==> src/hw/data_area_address_map_consts.vh <==
// constants for the data-area address decoder
// assumes a 16-bit cpu address, 8-bit data and a 32-bit axi4-lite register port
`ifndef DATA_AREA_ADDRESS_MAP_CONSTS_VH
`define DATA_AREA_ADDRESS_MAP_CONSTS_VH
// peripheral windows
`define PW_LOW_START   16'h0000
`define PW_LOW_END     16'h003f
`define PW_HIGH_START  16'h0f00
`define PW_HIGH_END    16'h0fff
`define PW_MID_START   16'h0e40
`define PW_MID_END     16'h0eff
// ram, boot rom, flash
`define RAM_START      16'h0040
`define RAM_END        16'h083f
`define BOOT_START     16'h1000
`define BOOT_END       16'h17ff
`define FLASH_START    16'h8000
`define FLASH_END      16'hffff
`define UNMAPPED_BYTE  8'hff
// register indices (printed offsets are not multiples of four)
`define IDX_MAP_CTRL   12'hfd0
`define IDX_COMMIT     12'hfd1
`define IDX_READBACK   12'hfd2
`define MAP_CTRL_RESET 8'h40
`define BOOT_SEL_BIT   4
`define COMMIT_KEY     8'hd5
// target codes
`define TGT_NONE       3'h0
`define TGT_PERIPH     3'h1
`define TGT_RAM        3'h2
`define TGT_BOOT       3'h3
`define TGT_FLASH      3'h4
// axi responses
`define RESP_OKAY      2'h0
`define RESP_SLVERR    2'h2
`endif
==> src/hw/data_area_address_map.v <==
// data-area and code-area address decoder with double-buffered boot rom map control
// assumes the cpu core presents one data and one code address per cycle on aclk;
// registers reached over axi4-lite, byte address = 4 * register index
//
// Function
// - peripheral windows at three fixed data ranges
// - data 0x0040-0x083f goes to ram
// - ram not cleared; software initialises it
// - boot rom unmapped after reset
// - committed select maps boot rom both spaces
// - unmapped boot window reads 0xff
// - only lowest 2 kbytes reachable outside serial mode
// - control writes hold until commit key
// - readable register shows active copy
// - select is bit 4, resets zero
// - data 0x8000-0xffff goes to flash
// - code fetch 0x8000-0xffff goes to flash
//
// Register access over AXI4-Lite was left to the implementer.
`timescale 1ns/1ps
`include "data_area_address_map_consts.vh"

module data_area_address_map (
	input  wire        aclk,
	input  wire        aresetn,
	input  wire [13:0] s_axi_awaddr,
	input  wire        s_axi_awvalid,
	output reg         s_axi_awready,
	input  wire [31:0] s_axi_wdata,
	input  wire [3:0]  s_axi_wstrb,
	input  wire        s_axi_wvalid,
	output reg         s_axi_wready,
	output reg  [1:0]  s_axi_bresp,
	output reg         s_axi_bvalid,
	input  wire        s_axi_bready,
	input  wire [13:0] s_axi_araddr,
	input  wire        s_axi_arvalid,
	output reg         s_axi_arready,
	output reg  [31:0] s_axi_rdata,
	output reg  [1:0]  s_axi_rresp,
	output reg         s_axi_rvalid,
	input  wire        s_axi_rready,
	input  wire [15:0] data_addr,
	input  wire [15:0] code_addr,
	input  wire [7:0]  boot_rdata,
	input  wire [7:0]  other_rdata,
	output reg  [2:0]  data_target,
	output reg  [2:0]  code_target,
	output reg  [10:0] boot_offset,
	output reg  [7:0]  data_rdata,
	output reg         boot_mapped
);

	// holding stage and active copy of the map control
	reg  [7:0]  map_ctrl_q;
	reg  [7:0]  active_q;
	reg  [13:0] aw_addr_q;
	reg         aw_have_q;
	reg  [7:0]  w_data_q;
	reg         w_strb0_q;
	reg         w_have_q;
	reg  [2:0]  dtgt_d;
	reg  [2:0]  ctgt_d;
	reg  [11:0] rd_idx;
	wire        active_boot;
	wire [11:0] wr_idx;
	wire        do_write;
	// one hit flag per data-area region, decoded from the live cpu address
	wire        d_boot_hit;
	wire        d_pw_low_hit;
	wire        d_pw_mid_hit;
	wire        d_pw_high_hit;
	wire        d_ram_hit;
	wire        d_flash_hit;
	// code-area regions: only the boot window and flash are fetchable
	wire        c_boot_hit;
	wire        c_flash_hit;

	assign active_boot = active_q[`BOOT_SEL_BIT];
	assign wr_idx      = aw_addr_q[13:2];
	assign do_write    = aw_have_q && w_have_q && !s_axi_bvalid;

	// write address and data taken in either order, held until both present
	always @(posedge aclk) begin
		if (!aresetn) begin
			aw_have_q     <= 1'b0;
			w_have_q      <= 1'b0;
			aw_addr_q     <= 14'h0000;
			w_data_q      <= 8'h00;
			w_strb0_q     <= 1'b0;
			s_axi_awready <= 1'b0;
			s_axi_wready  <= 1'b0;
			s_axi_bvalid  <= 1'b0;
			s_axi_bresp   <= `RESP_OKAY;
		end else begin
			s_axi_awready <= !aw_have_q && !s_axi_awready && !s_axi_bvalid;
			s_axi_wready  <= !w_have_q && !s_axi_wready && !s_axi_bvalid;
			if (s_axi_awvalid && s_axi_awready) begin
				aw_have_q <= 1'b1;
				aw_addr_q <= s_axi_awaddr;
				s_axi_awready <= 1'b0;
			end
			if (s_axi_wvalid && s_axi_wready) begin
				w_have_q  <= 1'b1;
				w_data_q  <= s_axi_wdata[7:0]; // only the low byte reaches a register
				w_strb0_q <= s_axi_wstrb[0];
				s_axi_wready <= 1'b0;
			end
			if (do_write) begin
				aw_have_q    <= 1'b0;
				w_have_q     <= 1'b0;
				s_axi_bvalid <= 1'b1;
				// unmapped or misaligned address answers slverr
				if (aw_addr_q[1:0] == 2'h0 &&
				    (wr_idx == `IDX_MAP_CTRL || wr_idx == `IDX_COMMIT))
					s_axi_bresp <= `RESP_OKAY;
				else
					s_axi_bresp <= `RESP_SLVERR;
			end else if (s_axi_bvalid && s_axi_bready) begin
				s_axi_bvalid <= 1'b0;
			end
		end
	end

	// control registers: holding stage written freely, active copy only on the key
	always @(posedge aclk) begin
		if (!aresetn) begin
			map_ctrl_q <= `MAP_CTRL_RESET;
			active_q   <= `MAP_CTRL_RESET;
		end else if (do_write && w_strb0_q && aw_addr_q[1:0] == 2'h0) begin
			if (wr_idx == `IDX_MAP_CTRL)
				map_ctrl_q <= w_data_q[7:0];
			// any other value leaves the active copy alone
			if (wr_idx == `IDX_COMMIT && w_data_q[7:0] == `COMMIT_KEY)
				active_q <= map_ctrl_q;
		end
	end

	// read channel: one read at a time, answer two cycles after arvalid
	always @* begin
		rd_idx = s_axi_araddr[13:2];
	end

	always @(posedge aclk) begin
		if (!aresetn) begin
			s_axi_arready <= 1'b0;
			s_axi_rvalid  <= 1'b0;
			s_axi_rdata   <= 32'h00000000;
			s_axi_rresp   <= `RESP_OKAY;
		end else begin
			s_axi_arready <= !s_axi_arready && !s_axi_rvalid && s_axi_arvalid;
			if (s_axi_arvalid && s_axi_arready) begin
				s_axi_rvalid <= 1'b1;
				s_axi_rresp  <= `RESP_OKAY;
				s_axi_rdata  <= 32'h00000000;
				if (s_axi_araddr[1:0] != 2'h0)
					s_axi_rresp <= `RESP_SLVERR;
				else if (rd_idx == `IDX_MAP_CTRL)
					s_axi_rdata <= {24'h000000, map_ctrl_q};
				else if (rd_idx == `IDX_COMMIT)
					s_axi_rdata <= 32'h00000000; // write-only key
				else if (rd_idx == `IDX_READBACK)
					s_axi_rdata <= {24'h000000, active_q};
				else
					s_axi_rresp <= `RESP_SLVERR;
			end else if (s_axi_rvalid && s_axi_rready) begin
				s_axi_rvalid <= 1'b0;
			end
		end
	end

	// data-area region comparators; each is one inclusive range of the cpu address
	addr_range_hit #(
		.LO (`BOOT_START),
		.HI (`BOOT_END)
	) u_d_boot (
		.addr (data_addr),
		.hit  (d_boot_hit)
	);
	addr_range_hit #(
		.LO (`PW_LOW_START),
		.HI (`PW_LOW_END)
	) u_d_pw_low (
		.addr (data_addr),
		.hit  (d_pw_low_hit)
	);
	addr_range_hit #(
		.LO (`PW_MID_START),
		.HI (`PW_MID_END)
	) u_d_pw_mid (
		.addr (data_addr),
		.hit  (d_pw_mid_hit)
	);
	addr_range_hit #(
		.LO (`PW_HIGH_START),
		.HI (`PW_HIGH_END)
	) u_d_pw_high (
		.addr (data_addr),
		.hit  (d_pw_high_hit)
	);
	addr_range_hit #(
		.LO (`RAM_START),
		.HI (`RAM_END)
	) u_d_ram (
		.addr (data_addr),
		.hit  (d_ram_hit)
	);
	addr_range_hit #(
		.LO (`FLASH_START),
		.HI (`FLASH_END)
	) u_d_flash (
		.addr (data_addr),
		.hit  (d_flash_hit)
	);

	// code-area comparators; fetches never reach peripherals or ram here
	addr_range_hit #(
		.LO (`BOOT_START),
		.HI (`BOOT_END)
	) u_c_boot (
		.addr (code_addr),
		.hit  (c_boot_hit)
	);
	addr_range_hit #(
		.LO (`FLASH_START),
		.HI (`FLASH_END)
	) u_c_flash (
		.addr (code_addr),
		.hit  (c_flash_hit)
	);

	// data-area decode; boot window checked first so exactly one target wins
	// the regions are disjoint today, the order only matters if one is widened
	always @* begin
		dtgt_d = `TGT_NONE;
		if (d_boot_hit)
			dtgt_d = active_boot ? `TGT_BOOT : `TGT_NONE;
		else if (d_pw_low_hit || d_pw_mid_hit || d_pw_high_hit)
			dtgt_d = `TGT_PERIPH;
		else if (d_ram_hit)
			dtgt_d = `TGT_RAM; // contents left as found
		else if (d_flash_hit)
			dtgt_d = `TGT_FLASH;
	end

	// code-area decode: boot rom when mapped, flash in the upper half
	always @* begin
		ctgt_d = `TGT_NONE;
		if (c_boot_hit && active_boot)
			ctgt_d = `TGT_BOOT;
		else if (c_flash_hit)
			ctgt_d = `TGT_FLASH;
	end

	// registered outputs; boot offset is 11 bits so only the lowest 2 kbytes are reachable
	always @(posedge aclk) begin
		if (!aresetn) begin
			data_target <= `TGT_NONE;
			code_target <= `TGT_NONE;
			boot_offset <= 11'h000;
			data_rdata  <= `UNMAPPED_BYTE;
			boot_mapped <= 1'b0;
		end else begin
			data_target <= dtgt_d;
			code_target <= ctgt_d;
			boot_offset <= data_addr[10:0];
			boot_mapped <= active_boot;
			if (d_boot_hit)
				data_rdata <= active_boot ? boot_rdata : `UNMAPPED_BYTE;
			else
				data_rdata <= other_rdata;
		end
	end

endmodule

// one inclusive address range compare; a bound at the end of the space is
// left out, so only a range spanning the whole space keeps a compare that is always true
module addr_range_hit #(
	parameter [15:0] LO = 16'h0000,
	parameter [15:0] HI = 16'hffff
) (
	input  wire [15:0] addr,
	output wire        hit
);

	// pick the compare form once, at elaboration
	generate
		if (LO == 16'h0000) begin : g_upper_only
			assign hit = (addr <= HI);
		end else if (HI == 16'hffff) begin : g_lower_only
			assign hit = (addr >= LO);
		end else begin : g_both
			assign hit = (addr >= LO) && (addr <= HI);
		end
	endgenerate

endmodule

==> config.mk <==
export PLATFORM = sky130hd
export DESIGN_NAME = data_area_address_map
export DESIGN_NICKNAME = d
export VERILOG_FILES = /design/src/hw/data_area_address_map.v
export VERILOG_INCLUDE_DIRS = /design/src /design/src/hw
export SDC_FILE = /design/constraint.sdc
export NUM_CORES = 1
export LEC_CHECK = 0
export BUFFER_PORTS_ARGS = -buffer_cell sky130_fd_sc_hd__buf_4
export CELL_PAD_IN_SITES_DETAIL_PLACEMENT = 0
export CELL_PAD_IN_SITES_GLOBAL_PLACEMENT = 1
export CORE_UTILIZATION = 31
export CTS_CLUSTER_SIZE = 25
export DETAILED_ROUTE_END_ITERATION = 6
export PLACE_DENSITY_LB_ADDON = 0.1
export SKIP_CTS_REPAIR_TIMING = 1
export SYNTH_ARGS = -nofsm -noshare
export SYNTH_HDL_FRONTEND = slang
export SYNTH_SLANG_ARGS = --single-unit
==> constraint.sdc <==
create_clock -name aclk -period 2.07 [get_ports aclk]
set_clock_uncertainty 0.1 [all_clocks]
set_input_delay 0.414 -clock aclk [delete_from_list [all_inputs] [get_ports aclk]]
set_output_delay 0.414 -clock aclk [all_outputs]
set_load 0.005 [all_outputs]
### After elaboration in Yosys (flattened, before gate mapping)

Cells that the tools add are included.

* bits in registers: 108
* input bits: 119
* output and inout bits: 67
* logic and storage cells: 106

* $lt $le $gt $ge: 13
* equal/unequal tests: 6
* muxes and demuxes: 22
* bitwise gates (word level): 1
* reduce and logical (&&, ||, !) cells: 43

Operators with widths (number)
* == test 12 bit, second input constant: 5
* <= comparator 16 x 12 -> 1 bit, second input constant: 3
* two-way mux 8 bit: 6
* >= comparator 16 x 12 -> 1 bit, second input constant: 2
* >= comparator 16 x 13 -> 1 bit, second input constant: 2
* >= comparator 16 bit, second input constant: 2
* <= comparator 16 x 13 -> 1 bit, second input constant: 2
* logical AND 1 bit: 23
* >= comparator 16 x 7 -> 1 bit, second input constant: 1
* <= comparator 16 x 6 -> 1 bit, second input constant: 1
* two-way mux 3 bit: 5
* two-way mux 2 bit: 7
* == test 8 bit, second input constant: 1
* OR reduction 2 bit: 4
* logical NOT 1 bit: 7
* nonzero test 2 bit: 3
* two-way mux 1 bit: 4
* AND reduction 2 bit: 2
* logical OR 1 bit: 3
* logical NOT 2 bit: 1
* inverter 1 bit: 1

### Logic depth before layout (Yosys ltp)

Gate-level depths: netlist (run 1).

* depth after elaboration: 6
* mapped depth: 5
* mapped depth without buffers: 4

### Cells and area by module

From an unflattened synthesis (run 1), not the netlist that was laid out.

* cells, all modules: 361
* area, all modules: 3330.7 sq um

Modules (own cells, without submodules)
* data_area_address_map: instances 1, cells an instance 341, area each 3166.8 sq um, sequential area each 1621.6 sq um
* addr_range_hit (u_d_pw_high ...): instances 2, cells an instance 3, area each 27.5 sq um, sequential area each 0.0 sq um
* addr_range_hit (u_d_ram): instances 1, cells an instance 5, area each 41.3 sq um, sequential area each 0.0 sq um
* addr_range_hit (u_d_pw_mid): instances 1, cells an instance 3, area each 35.0 sq um, sequential area each 0.0 sq um
* addr_range_hit (u_c_boot ...): instances 2, cells an instance 2, area each 12.5 sq um, sequential area each 0.0 sq um
* addr_range_hit (u_c_flash ...): instances 2, cells an instance 1, area each 3.8 sq um, sequential area each 0.0 sq um

### Least setup slack after synthesis (run 1)

Ideal clock, no wire load.

* path type: reg-to-reg
* from: register aw_addr_q[3]
* to: register active_q[0]
* library setup time: 0.119 ns
* arrival: 1.531 ns
* required time: 1.851 ns
* setup slack: 0.320 ns
* cell stages (with the launch flop): 6
* buffers on the path: 1
* clock period less this slack: 1.750 ns
* cell sequence: dfxtp_1 nor4b_2 nand4_2 or4_1 buf_2 mux2i_1

* longest elaborated chain between the ends: 3

RTL lines
* from (decl): line data_area_address_map.v:57 `reg [13:0] aw_addr_q;`
* from (signal assigned): line data_area_address_map.v:100 `aw_addr_q <= s_axi_awaddr;`
* == test 12 bit (no source line)
* logical AND 1 bit (no source line)
* AND reduction 2 bit (no source line)
* to (signal assigned): line data_area_address_map.v:129 `` active_q <= `MAP_CTRL_RESET; ``
* to (signal assigned): line data_area_address_map.v:135 `active_q <= map_ctrl_q;`
* to (decl): line data_area_address_map.v:56 `reg [7:0] active_q;`

No other way between the ends.
A chain may end at the register's enable or synchronous reset.

### Worst setup path in the final report (run 1)

* from: register w_data_q[7]
* to: register active_q[7]

* longest elaborated chain between the ends: 3

RTL lines
* from (decl): line data_area_address_map.v:59 `reg [7:0] w_data_q;`
* from (signal assigned): line data_area_address_map.v:105 `w_data_q <= s_axi_wdata[7:0];`
* == test 8 bit (no source line)
* logical AND 1 bit (no source line)
* AND reduction 2 bit (no source line)

No other way between the ends.

==> metrics.txt, run 1 <==
I/O pin count 186; Clock Tree Root clkbuf_8; detailed placement HPWL 5.73 mm; status finished clean; vias in the first global route 2,601; f_max 540 MHz; Syn. warnings 0; Worst Setup SP w_data_q[7]; Via density 4.34; Std-Cell Rows 37; critical path capture point type flop; initial core utilization 31.7%; CP max stage cell or4_1; Place WS -9.06 ps; Routed WL per cell 12.2 µm; Synth area leader dfxtp_1; MaxCap Viol Count 0; worst r2r src w_data_q[7]; ANT cells 0; Slew headroom 66.7%; Multi-input gate area 1440 µm²; setup violators final 0; gate count of the mapped netlist 357; CP peak stage delay 650 ps; worst path cell trace nor4bb_1 > nand3_1 > or4_1 > mux2i_1; antenna-violating nets left 0; number of synthesized register bits 81; Syn-to-layout area delta 36.2%; largest net degree at the start of global routing 49; leakage 1.99 nW; # DRC 0; share of cells above drive strength 1 30.5%; grt total ovfl 0; CTS tree done; Arrival @ worst endpoint 1980 ps; power density over the cells 701 nW/µm²; synth top area cells dfxtp_1 50%, nand2_1 9.3%, mux2i_1 7.7%; total track usage 14.7%; DR iter-0 viols 81; FF+latch area 1620 µm²; crit path max fanout 3; Seq/Total Area, Yosys 49.8%; Hold Path Class in2reg; Final min period 1850 ps; post-synth cell types 35; share of Yosys cell area claimed by the top area cell type 49.8%; final hold viol count 0; Slew Limit Fails 0; fin util 43.1%; HP Start data_addr[3]; CP required 2200 ps; fillers 1,062; syn_area_per_cell 9.12 µm²; setup slack after layout 217 ps; mapped cell area 3260 µm²; CORE AREA 10,300 µm²; cts bufs inserted 9; length of the first detailed-routing pass in iterations 4; worst-margin pin slew 498 ps; Chip Height 105 µm; Clock Latency Late Sink 340 ps; die area 10,900 µm²; detailed-route wire length 7.59 mm; CTS max path bufs 2; Non-Filler Instances 621; PortBufs 121; Die Width 105 µm; Crit Path Category reg2reg; clock slew at reported path FFs 90 ps; worst reg2reg setup slack 220 ps; crit path launch type flop; fin crit share 89.5%; first-pass GRT wire length 12.7 mm; VDD IR max 309 µV; initial antenna violation count 0; routability cong. 0.698; Vias 2,695; RSZ-0062 raised after global routing no; nets@finish 599; CTS Sinks 81; Placed Instances 605; H-tree depth 3
-- critical path, delay by kind of cell, from the launching register on --
kind / cells / cell delay [ps]
muxes: 1 / 160
and+or+nand+nor: 3 / 1120
DFF: 1 / 370
-- cell families (layout without fill, tap and decap cells) --
group                  after synthesis  after routing  share of synthesized area, %
AO/OA/AOI/OAI                       51             51                          10.2
buffers and inverters               48            151                          8.91
flip-flops                          81             81                          49.8
multiplexers                        25             25                          7.68
other                                1             26                         0.115
AND/OR/NAND/NOR                    151            151                          23.3
-- layout by cell type (no fill, tap or decap), types with 2 or more instances in the layout --
cell	netlist	layout
a21boi_0	25	25
a21oi_1	3	3
and2_1	16	16
and3b_1	2	2
buf_4	27	129
clkbuf_8	0	9
clkinv_4	0	3
conb_1	1	26
dfxtp_1	81	81
inv_1	4	4
mux2i_1	25	25
nand2_1	81	81
nand2b_1	4	4
nand3_1	2	2
nand3b_1	3	3
nand4b_1	3	3
nor2_1	10	10
nor2b_1	3	3
nor3_1	12	12
nor4_1	3	3
o211a_1	2	2
o21ai_0	20	20
or4_1	3	3
-- path summary, 6_finish.rpt --
path               endpoint  depth (start not counted)
max             active_q[7]                          4
min          boot_offset[3]                          2
max reg2reg     active_q[7]                          4
min reg2reg   s_axi_arready                          1
-- through the flow --
stage	cell area, µm²	hold WS (ps)	TNS, ps	power (mW)
2_1_floorplan	3350	332	0	1.83
3_3_place_gp	4240	336	-29.9	2.00
3_5_place_dp	4240	338	-9.06	2.00
4_1_cts	4430	139	0	3.16
5_1_grt	4430	141	0	3.27
6_report	4430	162	0	3.11
-- per-layer routing --
metal,share of wire (%),vias up,global-route usage [%],wire length [µm]
li1,-,1390,-,-
met1,43,1203,17.0,3280
met2,49,90,25.1,3700
met3,6.3,12,3.95,478
met4,1.8,0,6.53,139
met5,0,-,0,0
-- power breakdown --
group	total, mW	internal (mW)	leakage, nW	switching [mW]
clock network	1.15	0.562	0.0964	0.588
registers	1.64	1.61	0.662	0.0285
logic	0.317	0.186	1.23	0.131
-- registers in the layout, indices dropped and copies added, names as in the netlist --
name / count
s_axi_wready: 1
aw_addr_q: 14
s_axi_rdata: 8
data_target: 3
w_have_q: 1
s_axi_bresp: 1
code_target: 2
w_strb0_q: 1
active_q: 8
s_axi_rvalid: 1
map_ctrl_q: 8
w_data_q: 8
aw_have_q: 1
s_axi_bvalid: 1
boot_mapped: 1
s_axi_arready: 1
s_axi_awready: 1
data_rdata: 8
boot_offset: 11
s_axi_rresp: 1
-- layout make-up --
type | instances | share of cell area, %
sequential | 81 | 36.6
multi-input combinational | 253 | 32.4
timing repair buffer | 130 | 22.3
tap | 136 | 3.84
clock buffer | 10 | 2.88
clock inverter | 6 | 1.55
inverter | 5 | 0.423
-- synthesized netlist by cell type --
master and n:
a21oi_1 3, nand4_2 1, nand4b_1 3, o21ai_0 20, and4_1 1, nor2b_1 3, or3_1 1, and2_1 16
mux2i_1 25, inv_1 4, a41oi_1 1, nor4b_2 1, nand3_1 2, clkinv_1 1, dfxtp_1 81, clkbuf_1 14
or4_1 3, conb_1 1, o211a_1 2, nor4_4 1, nor4bb_1 1, nand2b_1 4, nor3_1 12, nor4_1 3
nand2_1 81, nor2_1 10, buf_4 27, a21boi_0 25, or4b_1 1, and3b_1 2, and2_0 1, and3_1 1
buf_2 1, buf_6 1, nand3b_1 3
Power figures use the tool's default switching activity.
==> run 2: changes to the inputs <==
--- a/config.mk
+++ b/config.mk
@@ -6,12 +6,14 @@
 export SDC_FILE = /design/constraint.sdc
 export NUM_CORES = 1
 export LEC_CHECK = 0
+export ABC_AREA = 1
 export BUFFER_PORTS_ARGS = -buffer_cell sky130_fd_sc_hd__buf_4
 export CELL_PAD_IN_SITES_DETAIL_PLACEMENT = 0
 export CELL_PAD_IN_SITES_GLOBAL_PLACEMENT = 1
-export CORE_UTILIZATION = 31
+export CORE_UTILIZATION = 30
 export CTS_CLUSTER_SIZE = 25
 export DETAILED_ROUTE_END_ITERATION = 6
+export MAX_ROUTING_LAYER = met4
 export PLACE_DENSITY_LB_ADDON = 0.1
 export SKIP_CTS_REPAIR_TIMING = 1
 export SYNTH_ARGS = -nofsm -noshare
==> metrics.txt, run 2 <==
status finished clean; leakage 2.30 nW (+16%); Slew Limit Fails 0 (unchanged); Primary FF master, synth dfxtp_1; final hold viol count 0 (unchanged); post-synth cell types 23 (-34%); Via density 4.27 (-1.5%); VDD IR max 316 µV (+2.2%); detailed-route wire length 8.26 mm (+8.8%); Final min period 1580 ps (-274 ps); HP Start code_addr[11]; Clock Tree Root clkbuf_16; met3 Resource Use GR 2.63% (-1.3 points); I/O pin count 186 (unchanged); CTS max path bufs 2 (unchanged); H-tree depth 3 (unchanged); Arrival @ worst endpoint 1700 ps (-280 ps); critical path capture point type flop; worst-margin pin slew 509 ps (+11.4 ps); Synth area leader dfxtp_1; length of the first detailed-routing pass in iterations 4 (unchanged); mapped cell area 3420 µm² (+4.9%); Worst Setup SP s_axi_bvalid; share of cells above drive strength 1 25.5% (-5.0 points); initial core utilization 31.1% (-0.58 points); GR peak layer met2; cts bufs inserted 9 (unchanged); Syn. warnings 0 (unchanged); EDFF count, synth 0 (unchanged); Placed Instances 720 (+19%); TNS Setup 0 ps (unchanged); gate count of the mapped netlist 468 (+31%); DR iter-0 viols 142 (+75%); Async S/R FF share, synth 0% (unchanged); routability cong. 0.721 (+3.2%); grt total ovfl 0 (unchanged); GRT met1 Usage 17.4% (+0.34 points); Vias 3,146 (+17%); Routed WL per cell 11.2 µm (-8.2%); synth top area cells dfxtp_1 47%, nand2_1 10%, nor2_1 8.1%; fin util 42.8% (-0.36 points); setup violators final 0 (unchanged); Clock Latency Late Sink 330 ps (about the same); M2 GR Usage 24.3% (-0.75 points); Slew headroom 65.9% (-0.79 points); Hold Path Class in2reg; worst path cell trace nand3b_4 > nor3_4 > nand2_4 > o21ai_0 > nor2_1; most flop-heavy register aw_addr_q; Crit Path Category reg2reg; crit path launch type flop; Std-Cell Rows 38 (+2.7%); total track usage 14.8% (+0.16 points); die area 11,800 µm² (+8.2%); worst r2r src s_axi_bvalid; number of synthesized register bits 81 (unchanged); CP max stage cell nor3_4; RSZ-0062 raised after global routing no; MaxCap Viol Count 0 (unchanged); share of Yosys cell area claimed by the top area cell type 47.5% (-2.3 points); synth cell count leaders 95 x nand2_1, 81 x dfxtp_1, 74 x nor2_1; top flop regs aw_addr_q x14, boot_offset x11; antenna-violating nets left 0 (unchanged); # DRC 0 (unchanged); fin crit share 76.3% (-13 points); max FFs per register 14 (unchanged); syn_area_per_cell 7.30 µm² (-20%); power density over the cells 768 nW/µm² (+9.6%); Seq/Total Area, Yosys 47.5% (-2.3 points); vias in the first global route 2,918 (+12%); setup slack after layout 491 ps (+274 ps); Chip Height 109 µm (+4.0%); CP required 2190 ps (about the same); largest net degree at the start of global routing 46 (-6.1%); ANT cells 0 (unchanged); Non-Filler Instances 736 (+19%); PortBufs 121 (unchanged); CTS tree done; crit path max fanout 10 (+7); most common cell after layout, fill and taps aside buf_4; most frequent cells in the layout 127 x buf_4, 95 x nand2_1, 81 x dfxtp_1; first-pass GRT wire length 13.2 mm (+3.9%); nets@finish 710 (+19%); worst reg2reg setup slack 490 ps (+270 ps); f_max 633 MHz (+17%); CTS Sinks 81 (unchanged); Place WS 368 ps (+377 ps); Syn-to-layout area delta 37.5%; CP peak stage delay 420 ps (-230 ps); most common cell in the netlist nand2_1; detailed placement HPWL 6.30 mm (+9.9%); clock slew at reported path FFs 60 ps (-30 ps); initial antenna violation count 0 (unchanged); CORE AREA 11,000 µm² (+6.9%); Die Width 109 µm (+4.0%)
==> run 2: cell count changes after synthesis, sizes merged, moves of 20 or more <==
cell    change
nor2       +68
inv        +54
a21boi     -25
mux2i      -25
nand4      +25
o21ai      +21
a21oi      +20
==> run 2: layer usage <==
metal | vias to the layer above | wire length (µm)
met5 | - | 0
met4 | 0 | 158
met3 | 11 | 512
met2 | 100 | 3660
met1 | 1351 | 3930
li1 | 1684 | -
==> run 2: worst max-delay path, delay by kind of cell (launching register included) <==
family,cells,cell delay (ps)
AO/OA/AOI/OAI,1,200
flip-flops,1,340
AND/OR/NAND/NOR,4,820
==> run 2: cell type report <==
cell class | count | area, µm²
Clock inverter | 5 | 55.1
Fill cell | 1162 | 6280
Multi-Input combinational cell | 312 | 1410
Sequential cell | 81 | 1620
Inverter | 59 | 223
Timing Repair Buffer | 128 | 973
Clock buffer | 11 | 243
Tap cell | 140 | 175
==> run 2: per-stage QoR <==
step	hold slack, ps	cell area [µm²]	total power, mW
after floorplan	329	3510	1.89
after global routing	146	4700	3.79
after CTS	127	4700	3.67
after global placement	335	4400	2.06
after detailed placement	339	4400	2.07
final	143	4700	3.61
==> run 2: power by group <==
group          internal (mW)  total (mW)  switching (mW)
registers               1.63        1.66          0.0327
logic                  0.194       0.370           0.175
clock network          0.963        1.58           0.618
==> run 2: worst paths after layout <==
| kind | to | depth (start not counted) |
|---|---|---|
| worst max-delay path | map_ctrl_q[0] | 5 |
| worst min-delay path | code_target[0] | 2 |
| worst max register to register | map_ctrl_q[0] | 5 |
| worst min register to register | s_axi_arready | 1 |
==> run 2: cell families after synthesis <==
group,after synthesis,share of synthesized area [%]
simple gates,220,28.6
other cells,1,0.110
flops,81,47.5
compound gates,66,9.81
buf+inv,100,14.1
==> run 3: changes to the inputs <==
--- a/config.mk
+++ b/config.mk
@@ -10,7 +10,7 @@
 export BUFFER_PORTS_ARGS = -buffer_cell sky130_fd_sc_hd__buf_4
 export CELL_PAD_IN_SITES_DETAIL_PLACEMENT = 0
 export CELL_PAD_IN_SITES_GLOBAL_PLACEMENT = 1
-export CORE_UTILIZATION = 30
+export CORE_UTILIZATION = 27
 export CTS_CLUSTER_SIZE = 25
 export DETAILED_ROUTE_END_ITERATION = 6
 export MAX_ROUTING_LAYER = met4
==> constraint.sdc (replaced) <==
create_clock -name aclk -period 1.4 [get_ports aclk]
set_clock_uncertainty 0.1 [all_clocks]
set_input_delay 0.28 -clock aclk [delete_from_list [all_inputs] [get_ports aclk]]
set_output_delay 0.28 -clock aclk [all_outputs]
set_load 0.005 [all_outputs]
==> metrics.txt, run 3 (synthesis gave the netlist of run 2 again) <==
CP bufs+invs 3 (+3); M2 GR Usage 21.5% (-2.8 points); detailed placement HPWL 6.50 mm (+3.1%); setup violators final 0 (unchanged); crit path max fanout 8 (-2); Net Switching 1.24 mW (+50%); Logic pwr share 11.0% (+0.8 points); Final min period 1350 ps (-232 ps); initial core utilization 28.1% (-3.0 points); critical path capture point type flop; worst path cell trace inv_2 > nand2_2 > nor2_2 > nand2_2 > nor2_4 > buf_12 > buf_4 > nand4_1 > nand2_1 > nor2_1; GRT met1 Usage 17.9% (+0.50 points); Clock Latency Late Sink 340 ps (about the same); GR peak layer met2; top flop regs aw_addr_q x14, boot_offset x11; Slew Limit Fails 0 (unchanged); clock slew at reported path FFs 60 ps (about the same); first-pass GRT wire length 14.0 mm (+6.5%); vias in the first global route 3,027 (+3.7%); PortBufs 121 (unchanged); Clock Power Share 41.7% (-2.1 points); CP required 1530 ps (-660 ps); CP peak stage delay 310 ps (-110 ps); setup slack after layout 53.1 ps (-438 ps); nets@finish 724 (+2.0%); sw frac 23.8% (+0.92 points); antenna-violating nets left 0 (unchanged); CP most frequent cell nand2_2; HP Start code_addr[15]; CP max stage cell dfxtp_2; fillers 1,336 (+15%); met3 Resource Use GR 3.71% (+1.1 points); largest net degree at the start of global routing 37 (-20%); routability cong. 0.704 (-2.3%); r2r endpoint active_q[1]; Clock Tree Root clkbuf_16; total track usage 14.2% (-0.64 points); CTS tree done; share of cells above drive strength 1 29.5% (+4.0 points); crit path launch type flop; H-tree depth 3 (unchanged); CORE AREA 12,200 µm² (+11%); CTS max path bufs 2 (unchanged); die area 13,100 µm² (+11%); Min-Delay Endpoint code_target[0]; leakage 2.38 nW (+3.2%); most common cell after layout, fill and taps aside buf_4; # DRC 0 (unchanged); status finished clean; Crit Path Category reg2reg; Vias 3,146 (unchanged); grt total ovfl 0 (unchanged); max FFs per register 14 (unchanged); most frequent cells in the layout 136 x buf_4, 91 x nand2_1, 78 x dfxtp_1; most flop-heavy register aw_addr_q; f_max 742 MHz (+17%); CTS Sinks 81 (unchanged); final hold viol count 0 (unchanged); hold_ws 9.87 ps (-133 ps); worst r2r src aw_addr_q[7]; initial antenna violation count 0 (unchanged); internal power 3.96 mW (+42%); ANT cells 0 (unchanged); Flop pwr share 47.3% (+1.3 points); Arrival @ worst endpoint 1480 ps (-220 ps); worst reg2reg setup slack 50 ps (-440 ps); power density over the cells 1060 nW/µm² (+38%); MaxCap Viol Count 0 (unchanged); I/O pin count 186 (unchanged); Via density 4.04 (-5.4%); FF-to-FF path depth 10 (+5); worst hold path stage count 2 (unchanged); VDD IR max 461 µV (+46%); DR iter-0 viols 105 (-26%); Top delay family on crit path simple AND/OR/NAND/NOR gates; length of the first detailed-routing pass in iterations 4 (unchanged); cts bufs inserted 9 (unchanged); fin util 40.3% (-2.4 points); Routed WL per cell 10.9 µm (-3.2%); Std-Cell Rows 40 (+5.3%); Chip Height 114 µm (+5.3%); fin crit share 96.2% (+20 points); RSZ-0062 raised after global routing yes; Syn-to-layout area delta 43.6%; Worst path depth 10 (+5); Place WS -30.3 ps (-399 ps); detailed-route wire length 8.45 mm (+2.3%); Hold Path Class in2reg; Die Width 114 µm (+5.3%)
[run 3: cell types whose count changed in the layout (fill, tap and decap cells not counted), sizes merged]
cell,previous run,this run
clkbuf,11,12
buf,128,141
bufinv,1,0
dlygate4sd3,0,1
[run 3: how the worst max path moves through the flow]
stage	start	to	slack [ps]
floorplan	s_axi_bvalid	map_ctrl_q[5]	9
global placement	data_addr[14]	data_target[1]	-20
detailed placement	data_addr[14]	data_target[1]	-30
CTS	aw_addr_q[11]	active_q[2]	10
global route	aw_addr_q[7]	active_q[2]	-110
finish	aw_addr_q[7]	active_q[1]	50
[run 3: routing by layer]
metal | up-vias | share of wire [%]
met5 | - | 0
met1 | 1339 | 49
met3 | 7 | 6.7
met4 | 0 | 1.3
li1 | 1707 | -
met2 | 93 | 43
[run 3: final cells by class]
class	instances	area (µm²)	share of cell area, %
Sequential cell	81	1630	33.1
Clock buffer	12	246	5.02
Multi-Input combinational cell	312	1440	29.4
Timing Repair Buffer	142	1130	23.1
Inverter	59	223	4.54
Tap cell	168	210	4.28
Clock inverter	4	28.8	0.587
[run 3: per-stage QoR]
step	setup TNS (ps)	area [µm²]	power, mW	instances
2_1_floorplan	0	3510	2.80	493
3_3_place_gp	-18.9	4570	3.07	759
3_5_place_dp	-107	4570	3.08	759
4_1_cts	0	4840	5.28	775
5_1_grt	-1020	4910	5.49	778
6_report	0	4910	5.20	778
[run 3: power groups by stage]
stage | Sequential (mW) | Combinational, mW | Clock (mW)
floorplan | 2.51 | 0.290 | 0
global placement | 2.51 | 0.564 | 0
detailed placement | 2.51 | 0.571 | 0
CTS | 2.46 | 0.573 | 2.25
global route | 2.47 | 0.648 | 2.37
finish | 2.46 | 0.572 | 2.17
